--- config.mk ---
export PLATFORM = sky130hd
export DESIGN_NAME = tsnw_top
export DESIGN_NICKNAME = d
export VERILOG_FILES = /design/src/tsnw_pkg.sv /design/src/tsnw_link_if.sv /design/src/tsnw_pwd_check.sv /design/src/tsnw_report_tx.sv /design/src/tsnw_top.sv
export VERILOG_INCLUDE_DIRS = /design/src
export SDC_FILE = /design/constraint.sdc
export NUM_CORES = 1
export LEC_CHECK = 0
export BUFFER_PORTS_ARGS = -buffer_cell sky130_fd_sc_hd__buf_4
export CAP_MARGIN = 20
export CORE_ASPECT_RATIO = 0.7
export CORE_MARGIN = 8
export CORE_UTILIZATION = 50
export DETAILED_ROUTE_END_ITERATION = 8
export PLACE_DENSITY = 0.84
export SLEW_MARGIN = 20
export SYNTH_ARGS = -nofsm -noshare
export SYNTH_HDL_FRONTEND = slang
export SYNTH_SLANG_ARGS = --single-unit
--- constraint.sdc ---
create_clock -name clk_i -period 2.5 [get_ports clk_i]
set_input_delay 0.5 -clock clk_i [delete_from_list [all_inputs] [get_ports clk_i]]
set_output_delay 0.5 -clock clk_i [all_outputs]
set_load 0.005 [all_outputs]
--- src/tsnw_regs.svh ---
// Function
// - Run indicator bit is one only in normal running mode, zero otherwise or in menu.
// - While run indicator is zero, no controller memory bits or words are accessed; the code still sends the one write that carries the falling run bit.
// - Screen change strobe bit sets whenever the displayed screen changes, from any source.
// - Value entry strobe bit sets after an operator stores a numeric table value.
// - Password failure bit sets after three consecutive mismatching password entries; the code resets the count and skips entries while run indicator is zero.
// - Each event bit returns to zero once its set state was reported.
// - Status word is written to the controller whenever any reported status changes.
`ifndef TSNW_REGS_SVH
`define TSNW_REGS_SVH

// Status word layout.
`define TSNW_WORD_W          16
`define TSNW_BIT_RUN         15
`define TSNW_BIT_SCREEN      12
`define TSNW_BIT_VALUE       11
`define TSNW_BIT_PASSWORD    9

// Register bus.
`define TSNW_ADDR_W          8
`define TSNW_DATA_W          32
`define TSNW_OFS_STATUS_WORD 8'h00
`define TSNW_OFS_CTRL        8'h04
`define TSNW_OFS_IRQ_STATUS  8'h08
`define TSNW_OFS_IRQ_MASK    8'h0C
`define TSNW_OFS_REPORT_CNT  8'h10

// Control register fields and reset values.
`define TSNW_CTRL_ENABLE     0
`define TSNW_CTRL_AREA_LSB   1
`define TSNW_CTRL_AREA_MSB   3
`define TSNW_RST_ENABLE      1'h1
`define TSNW_RST_IRQ_MASK    4'h0

// Interrupt status bits.
`define TSNW_IRQ_W           4
`define TSNW_IRQ_REPORTED    0
`define TSNW_IRQ_PWD_FAIL    1
`define TSNW_IRQ_AREA_ERR    2
`define TSNW_IRQ_RUN_CHANGE  3

// Consecutive mismatching password entries that raise the failure bit.
`define TSNW_PWD_FAIL_LIMIT  2'h3

`endif

--- src/tsnw_pkg.sv ---
package tsnw_pkg;

	// Controller memory area that holds the status word.
	typedef enum logic [2:0] {
		TSNW_AREA_DATA_MEMORY    = 3'b000,
		TSNW_AREA_INTERNAL_RELAY = 3'b001,
		TSNW_AREA_HOLDING_RELAY  = 3'b010,
		TSNW_AREA_AUX_RELAY      = 3'b011,
		TSNW_AREA_LINK_RELAY     = 3'b100,
		TSNW_AREA_TIMER          = 3'b101,
		TSNW_AREA_COUNTER        = 3'b110,
		TSNW_AREA_UNUSED         = 3'b111
	} tsnw_area_t;

	// Write engine states.
	typedef enum logic [0:0] {
		TSNW_TX_IDLE = 1'b0,
		TSNW_TX_WAIT = 1'b1
	} tsnw_tx_state_t;

	typedef struct packed {
		tsnw_tx_state_t state;
		logic           wr_req;
		logic [15:0]    wr_data;
		tsnw_area_t     wr_area;
		logic           done;
	} tsnw_tx_reg_t;

	typedef struct packed {
		logic [1:0] fail_cnt;
		logic       fail;
	} tsnw_pwd_reg_t;

	typedef struct packed {
		logic        run_ind;
		logic        scr_evt;
		logic        val_evt;
		logic        pwd_evt;
		logic [15:0] last_word;
		logic        sent_once;
		logic        send_req;
		logic        enable;
		tsnw_area_t  area;
		logic [3:0]  irq_stat;
		logic [3:0]  irq_mask;
		logic [15:0] report_cnt;
		logic [31:0] rd_data;
		logic        irq;
	} tsnw_top_reg_t;

endpackage

--- src/tsnw_link_if.sv ---
`timescale 1ns/1ps
`default_nettype none
// Carries the send handshake and password events between the top and its helpers.
interface tsnw_link_if;
	logic                 send_req;
	logic [15:0]          send_word;
	tsnw_pkg::tsnw_area_t send_area;
	logic                 busy;
	logic                 done;
	logic [15:0]          done_word;
	logic                 wr_req;
	tsnw_pkg::tsnw_area_t wr_area;
	logic                 pwd_attempt;
	logic                 pwd_match;
	logic                 pwd_reset;
	logic                 pwd_fail;

	modport top (output send_req, send_word, send_area, pwd_attempt, pwd_match, pwd_reset,
		input busy, done, done_word, wr_req, wr_area, pwd_fail);
	modport tx (input send_req, send_word, send_area,
		output busy, done, done_word, wr_req, wr_area);
	modport pwd (input pwd_attempt, pwd_match, pwd_reset, output pwd_fail);
endinterface
`default_nettype wire

--- src/tsnw_pwd_check.sv ---
`timescale 1ns/1ps
`default_nettype none
`include "tsnw_regs.svh"
module tsnw_pwd_check (
	input  wire logic clk_i,
	input  wire logic rst_n_i,
	tsnw_link_if.pwd  link
);
	tsnw_pkg::tsnw_pwd_reg_t cur_reg;
	tsnw_pkg::tsnw_pwd_reg_t cur_next;

	// A match breaks the run of mismatches; the third mismatch in a row fires one pulse.
	always_comb begin
		cur_next      = cur_reg;
		cur_next.fail = 1'b0;
		if (link.pwd_reset) begin
			cur_next.fail_cnt = 2'h0;
		end else if (link.pwd_attempt) begin
			if (link.pwd_match) begin
				cur_next.fail_cnt = 2'h0;
			end else if (cur_reg.fail_cnt == (`TSNW_PWD_FAIL_LIMIT - 2'h1)) begin
				cur_next.fail_cnt = 2'h0;
				cur_next.fail     = 1'b1;
			end else begin
				cur_next.fail_cnt = cur_reg.fail_cnt + 2'h1;
			end
		end
	end

	// State register.
	always_ff @(posedge clk_i) begin
		if (!rst_n_i) begin
			cur_reg <= '0;
		end else begin
			cur_reg <= cur_next;
		end
	end

	assign link.pwd_fail = cur_reg.fail;
endmodule // tsnw_pwd_check
`default_nettype wire

--- src/tsnw_report_tx.sv ---
`timescale 1ns/1ps
`default_nettype none
`include "tsnw_regs.svh"
module tsnw_report_tx (
	input  wire logic clk_i,
	input  wire logic rst_n_i,
	input  wire logic wr_ack_i,
	output logic [15:0] wr_data_o,
	tsnw_link_if.tx   link
);
	tsnw_pkg::tsnw_tx_reg_t cur_reg;
	tsnw_pkg::tsnw_tx_reg_t cur_next;

	// Holds one word on the write port until the controller acknowledges it.
	always_comb begin
		cur_next      = cur_reg;
		cur_next.done = 1'b0;
		case (cur_reg.state)
			tsnw_pkg::TSNW_TX_IDLE: begin
				if (link.send_req) begin
					cur_next.state   = tsnw_pkg::TSNW_TX_WAIT;
					cur_next.wr_req  = 1'b1;
					cur_next.wr_data = link.send_word;
					cur_next.wr_area = link.send_area;
				end
			end
			tsnw_pkg::TSNW_TX_WAIT: begin
				if (wr_ack_i) begin
					cur_next.state  = tsnw_pkg::TSNW_TX_IDLE;
					cur_next.wr_req = 1'b0;
					cur_next.done   = 1'b1;
				end
			end
			default: begin
				cur_next.state  = tsnw_pkg::TSNW_TX_IDLE;
				cur_next.wr_req = 1'b0;
			end
		endcase
	end

	// State register.
	always_ff @(posedge clk_i) begin
		if (!rst_n_i) begin
			cur_reg <= '0;
		end else begin
			cur_reg <= cur_next;
		end
	end

	assign link.busy      = (cur_reg.state == tsnw_pkg::TSNW_TX_WAIT);
	assign link.done      = cur_reg.done;
	assign link.done_word = cur_reg.wr_data;
	assign link.wr_req    = cur_reg.wr_req;
	assign link.wr_area   = cur_reg.wr_area;
	assign wr_data_o      = cur_reg.wr_data;
endmodule // tsnw_report_tx
`default_nettype wire

--- src/tsnw_top.sv ---
`timescale 1ns/1ps
`default_nettype none
`include "tsnw_regs.svh"
// Status notify word engine of an operator terminal.
// The terminal keeps a 16-bit word that tells the controller its run state and three
// events. Whenever that word changes while running, and once when the terminal stops, one write puts it into the controller's memory.
module tsnw_top (
	input  wire logic        clk_i,
	input  wire logic        rst_n_i,
	// Terminal state from the display core, same clock domain.
	input  wire logic        mode_run_i,
	input  wire logic        sysmenu_shown_i,
	input  wire logic        screen_changed_i,
	input  wire logic        value_stored_i,
	input  wire logic        pwd_attempt_i,
	input  wire logic        pwd_match_i,
	// Write port toward the controller memory.
	output logic             wr_req_o,
	output logic [15:0]      wr_data_o,
	output logic [2:0]       wr_area_o,
	input  wire logic        wr_ack_i,
	// Run indicator copy for the display core.
	output logic             run_ind_o,
	// Software register port.
	input  wire logic [7:0]  reg_addr_i,
	input  wire logic [31:0] reg_wdata_i,
	input  wire logic        reg_we_i,
	input  wire logic        reg_re_i,
	output logic [31:0]      reg_rdata_o,
	output logic             irq_o
);
	tsnw_pkg::tsnw_top_reg_t cur_reg;
	tsnw_pkg::tsnw_top_reg_t cur_next;

	tsnw_link_if link ();

	// Password mismatch counter.
	tsnw_pwd_check u_pwd (
		.clk_i   (clk_i),
		.rst_n_i (rst_n_i),
		.link    (link.pwd)
	);

	// Controller write engine.
	tsnw_report_tx u_tx (
		.clk_i     (clk_i),
		.rst_n_i   (rst_n_i),
		.wr_ack_i  (wr_ack_i),
		.wr_data_o (wr_data_o),
		.link      (link.tx)
	);

	// Helper values computed from the current state and inputs.
	logic        run_now;
	logic        area_ok;
	logic [15:0] word_now;
	logic        word_changed;
	logic        may_access;
	logic        send_now;
	logic [3:0]  irq_events;
	logic        wr_ctrl;
	logic        wr_irq_stat;
	logic        wr_irq_mask;
	logic [3:0]  w1c_mask;

	// The run indicator is a plain function of the mode and menu state.
	// Only normal running mode with no menu on the screen counts as running.
	always_comb begin
		run_now = mode_run_i & ~sysmenu_shown_i;
	end

	// Only the five word-addressable data areas may hold the status word.
	// A timer or counter area selection stops all writes and raises an error.
	always_comb begin
		area_ok = (cur_reg.area == tsnw_pkg::TSNW_AREA_DATA_MEMORY)
			| (cur_reg.area == tsnw_pkg::TSNW_AREA_INTERNAL_RELAY)
			| (cur_reg.area == tsnw_pkg::TSNW_AREA_HOLDING_RELAY)
			| (cur_reg.area == tsnw_pkg::TSNW_AREA_AUX_RELAY)
			| (cur_reg.area == tsnw_pkg::TSNW_AREA_LINK_RELAY);
	end

	// Assemble the word from its four live bits; every other position stays zero.
	always_comb begin
		word_now                     = 16'h0000;
		word_now[`TSNW_BIT_RUN]      = cur_reg.run_ind;
		word_now[`TSNW_BIT_SCREEN]   = cur_reg.scr_evt;
		word_now[`TSNW_BIT_VALUE]    = cur_reg.val_evt;
		word_now[`TSNW_BIT_PASSWORD] = cur_reg.pwd_evt;
	end

	// Decide whether a new write to the controller starts this cycle.
	// A write is started only on a change, never on a timer, so the controller
	// sees every edge of the word and no redundant traffic.
	// While stopped the memory is left alone; the one write that carries the falling
	// run bit is still allowed, since otherwise the controller could never see the stop.
	// Nothing starts in the cycle in which a report completes. The reported event bits
	// are still set in that cycle, and sending them would report the same event twice.
	always_comb begin
		word_changed = (word_now != cur_reg.last_word) | ~cur_reg.sent_once;
		may_access   = cur_reg.run_ind | cur_reg.last_word[`TSNW_BIT_RUN];
		send_now     = cur_reg.enable & area_ok & may_access & word_changed
			& ~link.busy & ~link.done & ~cur_reg.send_req;
	end

	// Register write decode; the bus never waits.
	always_comb begin
		wr_ctrl     = reg_we_i & (reg_addr_i == `TSNW_OFS_CTRL);
		wr_irq_stat = reg_we_i & (reg_addr_i == `TSNW_OFS_IRQ_STATUS);
		wr_irq_mask = reg_we_i & (reg_addr_i == `TSNW_OFS_IRQ_MASK);
		w1c_mask    = wr_irq_stat ? reg_wdata_i[3:0] : 4'h0;
	end

	// Interrupt sources, each a one-cycle cause except the area error.
	// The area error is a level, so its sticky bit comes straight back after a clear
	// until software picks a legal area or turns the block off.
	always_comb begin
		irq_events                       = 4'h0;
		irq_events[`TSNW_IRQ_REPORTED]   = link.done;
		irq_events[`TSNW_IRQ_PWD_FAIL]   = link.pwd_fail;
		irq_events[`TSNW_IRQ_AREA_ERR]   = cur_reg.enable & ~area_ok;
		irq_events[`TSNW_IRQ_RUN_CHANGE] = run_now ^ cur_reg.run_ind;
	end

	// Next-state logic for the whole top state.
	always_comb begin
		cur_next          = cur_reg;
		cur_next.send_req = 1'b0;
		cur_next.run_ind  = run_now;

		// Reported event bits are cleared first, so that a new event in the same
		// cycle wins and is reported by the next write instead of being lost.
		if (link.done) begin
			if (link.done_word[`TSNW_BIT_SCREEN]) begin
				cur_next.scr_evt = 1'b0;
			end
			if (link.done_word[`TSNW_BIT_VALUE]) begin
				cur_next.val_evt = 1'b0;
			end
			if (link.done_word[`TSNW_BIT_PASSWORD]) begin
				cur_next.pwd_evt = 1'b0;
			end
			cur_next.report_cnt = cur_reg.report_cnt + 16'h0001;
		end

		// Event capture; any screen switch source arrives on the same strobe.
		if (screen_changed_i) begin
			cur_next.scr_evt = 1'b1;
		end
		if (value_stored_i) begin
			cur_next.val_evt = 1'b1;
		end
		if (link.pwd_fail) begin
			cur_next.pwd_evt = 1'b1;
		end

		// Launch a write and remember what was sent, so later changes are seen.
		if (send_now) begin
			cur_next.send_req  = 1'b1;
			cur_next.last_word = word_now;
			cur_next.sent_once = 1'b1;
		end

		// Control register: enable and destination area.
		if (wr_ctrl) begin
			cur_next.enable = reg_wdata_i[`TSNW_CTRL_ENABLE];
			cur_next.area   = tsnw_pkg::tsnw_area_t'(
				reg_wdata_i[`TSNW_CTRL_AREA_MSB:`TSNW_CTRL_AREA_LSB]);
		end

		// Sticky status: write one to clear, but a same-cycle event keeps its bit.
		cur_next.irq_stat = (cur_reg.irq_stat & ~w1c_mask) | irq_events;
		if (wr_irq_mask) begin
			cur_next.irq_mask = reg_wdata_i[3:0];
		end
		cur_next.irq = |(cur_next.irq_stat & cur_next.irq_mask);

		// Read data appear in the cycle after the strobe and only there.
		cur_next.rd_data = 32'h0000_0000;
		if (reg_re_i) begin
			case (reg_addr_i)
				`TSNW_OFS_STATUS_WORD: begin
					cur_next.rd_data = {16'h0000, cur_reg.last_word};
				end
				`TSNW_OFS_CTRL: begin
					cur_next.rd_data = {28'h0000000, cur_reg.area, cur_reg.enable};
				end
				`TSNW_OFS_IRQ_STATUS: begin
					cur_next.rd_data = {28'h0000000, cur_reg.irq_stat};
				end
				`TSNW_OFS_IRQ_MASK: begin
					cur_next.rd_data = {28'h0000000, cur_reg.irq_mask};
				end
				`TSNW_OFS_REPORT_CNT: begin
					cur_next.rd_data = {16'h0000, cur_reg.report_cnt};
				end
				default: begin
					cur_next.rd_data = 32'h0000_0000;
				end
			endcase
		end
	end

	// State register; reset leaves the block enabled toward the data memory area.
	always_ff @(posedge clk_i) begin
		if (!rst_n_i) begin
			cur_reg          <= '0;
			cur_reg.enable   <= `TSNW_RST_ENABLE;
			cur_reg.area     <= tsnw_pkg::TSNW_AREA_DATA_MEMORY;
			cur_reg.irq_mask <= `TSNW_RST_IRQ_MASK;
		end else begin
			cur_reg <= cur_next;
		end
	end

	// Connections to the helpers.
	// The password counter is reset while stopped, so a run of misses never
	// spans a stop and a restart.
	assign link.send_req    = cur_reg.send_req;
	assign link.send_word   = cur_reg.last_word;
	assign link.send_area   = cur_reg.area;
	assign link.pwd_attempt = pwd_attempt_i;
	assign link.pwd_match   = pwd_match_i;
	assign link.pwd_reset   = ~cur_reg.run_ind;

	// All outputs come straight from flip-flops here or in the write engine.
	assign wr_req_o    = link.wr_req;
	assign wr_area_o   = link.wr_area;
	assign run_ind_o   = cur_reg.run_ind;
	assign reg_rdata_o = cur_reg.rd_data;
	assign irq_o       = cur_reg.irq;
endmodule // tsnw_top
`default_nettype wire
Word-level counts from Yosys, hierarchy flattened:

Cells that the tools add are included.

* register bits: 84
* input bits: 51
* logic and storage cells: 102

* $add $sub $neg: 2
* equality and inequality tests: 12
* muxes and demuxes: 18
* bitwise operators: 31
* reductions and logical operators: 18

Operator list (number)
* $pmux 16 s5: 1
* $mux 21: 1
* $add 16x1->16 const B: 1
* $eq 8x4->1 const B: 2
* $reduce_and 2->1: 8
* $reduce_bool 2->1: 6
* $and 1x1->1: 11
* $mux 1: 9
* $not 1->1: 9
* $and 4x4->4: 2
* $eq 8x3->1 const B: 1
* $eq 8x5->1 const B: 1
* $logic_not 8->1: 1
* $mux 4: 2
* $reduce_or 4->1: 2
* $eq 3x2->1 const B: 2
* $mux 2: 3
* $or 1x1->1: 6
* $ne 2x2->1 const B: 2
* $ne 4x4->1: 1
* $not 4->4: 1
* $or 4x4->4: 1
* $pmux 2 s2: 1
* $eq 3x1->1 const B: 1
* other kinds (6): 6

Depth between registers and ports, before layout:

* depth after elaboration: 12
* gate-level depth with buffers: 6
* depth with buffers taken out: 6

Modules after synthesis:

Synthesis repeated with hierarchy kept, for this count alone.

* cells, all modules: 402
* area total of the unflattened synthesis: 3682.3 sq um

Modules (own cells, without submodules)
* tsnw_top: instances 1, cells each 283, area each 2580.0 sq um
* tsnw_report_tx: instances 1, cells each 107, area each 975.9 sq um
* tsnw_pwd_check: instances 1, cells each 12, area each 126.4 sq um

Least setup slack after synthesis:

OpenSTA, ideal clock, no wires.

* path kind: input port to flip-flop
* start: input port reg_addr_i[7]
* end: register cur_reg, in the netlist irq_o
* arrival time: 2022 ps
* required time: 2375 ps
* setup slack: 353 ps
* stages: 6
* buffers on the path: 2
* cells stage by stage: or3_1 > clkbuf_1 > clkbuf_1 > o31ai_1 > a21oi_1 > o41a_1

* longest elaborated chain between the ends: 8
* elaborated cells between the ends (all ways): 11
* classes of those cells: 2 x eq/ne; 2 x mux; 6 x bitwise; 1 x reduce/logical

Ends and longest elaborated chain
* start: declaration: RTL line tsnw_top.sv:25 `input wire logic [7:0] reg_addr_i,`
* $eq 8x4->1
* $and 1x1->1: RTL line tsnw_top.sv:108 `` wr_irq_stat = reg_we_i & (reg_addr_i == `TSNW_OFS_IRQ_STATUS); ``
* $mux 4: RTL line tsnw_top.sv:110 `w1c_mask = wr_irq_stat ? reg_wdata_i[3:0] : 4'h0;`
* $not 4->4: RTL line tsnw_top.sv:171 `cur_next.irq_stat = (cur_reg.irq_stat & ~w1c_mask) | irq_events;`
* $and 4x4->4: RTL line tsnw_top.sv:171
* $or 4x4->4: RTL line tsnw_top.sv:171
* $and 4x4->4 (*): RTL line tsnw_top.sv:175 `cur_next.irq = |(cur_next.irq_stat & cur_next.irq_mask);`
* $reduce_or 4->1 (*): RTL line tsnw_top.sv:175
* end signal: assignment: RTL line tsnw_top.sv:211 `cur_reg <= cur_next;`
* end: declaration: RTL line tsnw_top.sv:32 `tsnw_pkg::tsnw_top_reg_t cur_reg;`

Every way passes the cells marked *; elsewhere a longest branch is shown, timed or not.
A chain may end at the register's enable or synchronous reset.

Final worst setup path:

* start: input port reg_addr_i[4]
* end: register cur_reg, in the netlist irq_o

The elaborated chain is that of the path after synthesis.

==> metrics.cfg <==
[yosys]
synth-seq-cells=68
ys_seq_area_share_pct=43.5
netlist.area_leader.share_pct=43.5
synth_area_leader_cell=dfxtp_1
synth_ff_type=dfxtp_1
synthTopCellsByArea=dfxtp_1 (44%), buf_4 (11%), nor2_1 (4.6%), a21oi_1 (4.3%), nand2_1 (3.1%)
syn_area_per_cell_um2=8.77
ys_async_sr_fraction_pct=0
synthesis.area_um2=3130
synthCells=357
ys_warn_count=0
synth_edf_count=0
synthDistinctLibCells=45

[timing]
final_max_slew_viol_count=0
setup-tns-final_ns=0
worst_pin_slew_ns=0.549
rsz0062_at_grt=false
finalCritPeriodShare_pct=83.3
max_clock_freq_mhz=480
hold_violations=0
maxSlewHeadroom_pct=63.2
hold_ws_ns=0.372
fin_crit_ns=2.08
skew_ns=0.00947
finalSetupViolations=0

[power_and_ir_drop]
p_comb_share_pct=6.0
p_int_uw=1630
p_leak_uw=0.00138
powerDensity_nw_per_um2=598
power.total_uw=2130
seqPwrFrac_pct=51.8
p_switching_uw=497
vdd.ir_drop.worst_uv=371
pwr-share-clk_pct=42.2
power.share.switching_pct=23.4

[detailed_routing]
via_per_inst=5.27
drtIter0Drc=99
post_drt_wl_per_cell_um=14.3
drt_wl_total_mm=6.80
dr.pass1.iters=5
drcViolationCount=0
drtAntennaViolNets=0
via_count=2507

[worst_setup_path]
critical_path_class=input port to flop
endpoint_kind=flop
start_kind=input port
worstReg2RegStart=cur_reg[36]
rrSetupSlack_ns=0.62
arrival_ns=2.31
reg2reg_depth=4
crit_fanout=12
required_ns=2.73
rr_endpoint=cur_reg[47]

[global_routing]
grt_usage_pct=14.9
grt_first_pass_wirelength_mm=11.2
grt_max_degree=23
grt_overflow=0
antenna_found_initial=0
grt_pass1_vias=2455

[hold_path]
whs_endpoint=cur_reg[80]
min_path_type=input port to flop
hold_path_depth=3
holdCritStartpoint=value_stored_i

[cells_and_area]
nets=446
largest_reg_flops=29
drive_above_1_share_pct=20.1
diodes=0
syn_to_final_growth_pct=13.8

[placement]
gp_congestion=0.914
port_buffers=48
hpwlAfterDp_mm=5.18

[cts]
cts-root-buf=clkbuf_8
h-tree-depth=3
numCtsBuffers=9
clk_pin_slew_worst_paths_ns=0.07
worstSkewPairLatency_ns=0.34
ctsResizeCount=0
postCtsSetupRepairBufs=0
cts_sinks=68
hold_buffers=0
cts_tree=built
clockBufferDepth=2

[job]
cap_violations=0

[die]
num_rows=24
start_util_pct=51.1
coreArea_um2=6130
io_pins=105
dieArea_um2=9090
die_h_um=82.2
die_x_um=111

[run_status]
outcome=complete, no violations

==> cell families after synthesis <==
group / after synthesis / synth area share, %
other: 1 / 0.120
AND/OR/NAND/NOR: 137 / 22.8
adder cells (fa/ha/maj): 2 / 0.800
XOR/XNOR: 13 / 3.64
flip-flops: 68 / 43.5
multiplexers: 9 / 2.88
buffers and inverters: 67 / 13.6
AO/OA/AOI/OAI: 60 / 12.7
==> worst max path at each step <==
stage | cells after the start | endpoint | from | slack (ns)
5_1_grt | 6 | link.send_area[0] | reg_addr_i[7] | 0.35
3_3_place_gp | 5 | irq_o | reg_addr_i[4] | 0.11
6_report | 5 | irq_o | reg_addr_i[4] | 0.42
3_5_place_dp | 5 | irq_o | reg_addr_i[4] | 0.1
4_1_cts | 5 | irq_o | reg_addr_i[4] | 0.48
2_1_floorplan | 6 | irq_o | reg_addr_i[7] | 0.35
==> synthesized netlist by cell type (2+ instances only) <==
cell type and n:
clkbuf_1 12, nor2_1 38, or2_2 2, a221oi_1 4
xnor2_1 6, nand4_1 11, ha_1 2, nand3_1 10
nor4b_1 2, o41a_1 2, xor2_1 7, a22oi_1 6
buf_4 44, o21ai_0 6, o31ai_1 7, nand2b_1 7
mux2i_1 9, a21oi_1 27, nand2_1 26, and3_1 3
dfxtp_1 68, and4_1 3, nor4_1 3, or4_1 5
nor3_1 8, inv_1 8, or3_1 2, nor2b_1 3
and2_1 10
==> worst max-delay path, cell delays in order <==
cell	delay, ns
buf_4	0.14
or4b_4	0.64
o41ai_1	0.44
a22oi_1	0.16
o41a_1	0.44
==> layout make-up <==
class                           instances  area [um^2]
Timing Repair Buffer                   56          420
Inverter                                9         33.8
Clock inverter                          6         63.8
Multi-Input combinational cell        249         1450
Sequential cell                        68         1360
Fill cell                             571         2570
Tap cell                               78         97.6
Clock buffer                           10          138
==> metrics by stage <==
stage,setup slack [ns],area (um^2),util [%],cells
final,0.419,3560,58.1,476
after global routing,0.347,3560,58.1,476
after CTS,0.475,3560,58.1,476
after detailed placement,0.0978,3360,54.8,460
after global placement,0.114,3360,54.8,460
after floorplan,0.353,3230,-,384
==> power by group through the flow <==
stage	Sequential [uW]	Clock (uW)	Combinational (uW)
after global placement	1130	0	122
final	1100	899	128
after detailed placement	1130	0	125
after CTS	1100	926	126
after floorplan	1120	0	105
after global routing	1100	979	143
==> cells in the final DEF (no fill, tap or decap), types with 8 or more instances in the layout <==
master    count
nor2_1       38
dfxtp_1      68
inv_1         8
conb_1       28
nor3_1        8
a21oi_1      27
nand2_1      26
nand3_1      10
mux2i_1       9
nand4_1      11
buf_4        56
clkbuf_8     10
and2_1       10
==> metal layers <==
layer	vias to the layer above	part of all wire [%]	global-route usage, %	routed length [um]
met1	1149	45	18.0	3030
met2	97	47	24.1	3180
met5	-	0	0	0
li1	1253	-	-	-
met3	8	8.0	5.99	543
met4	0	0.78	4.97	53
Note: power is estimated with default switching activity, not from simulation.
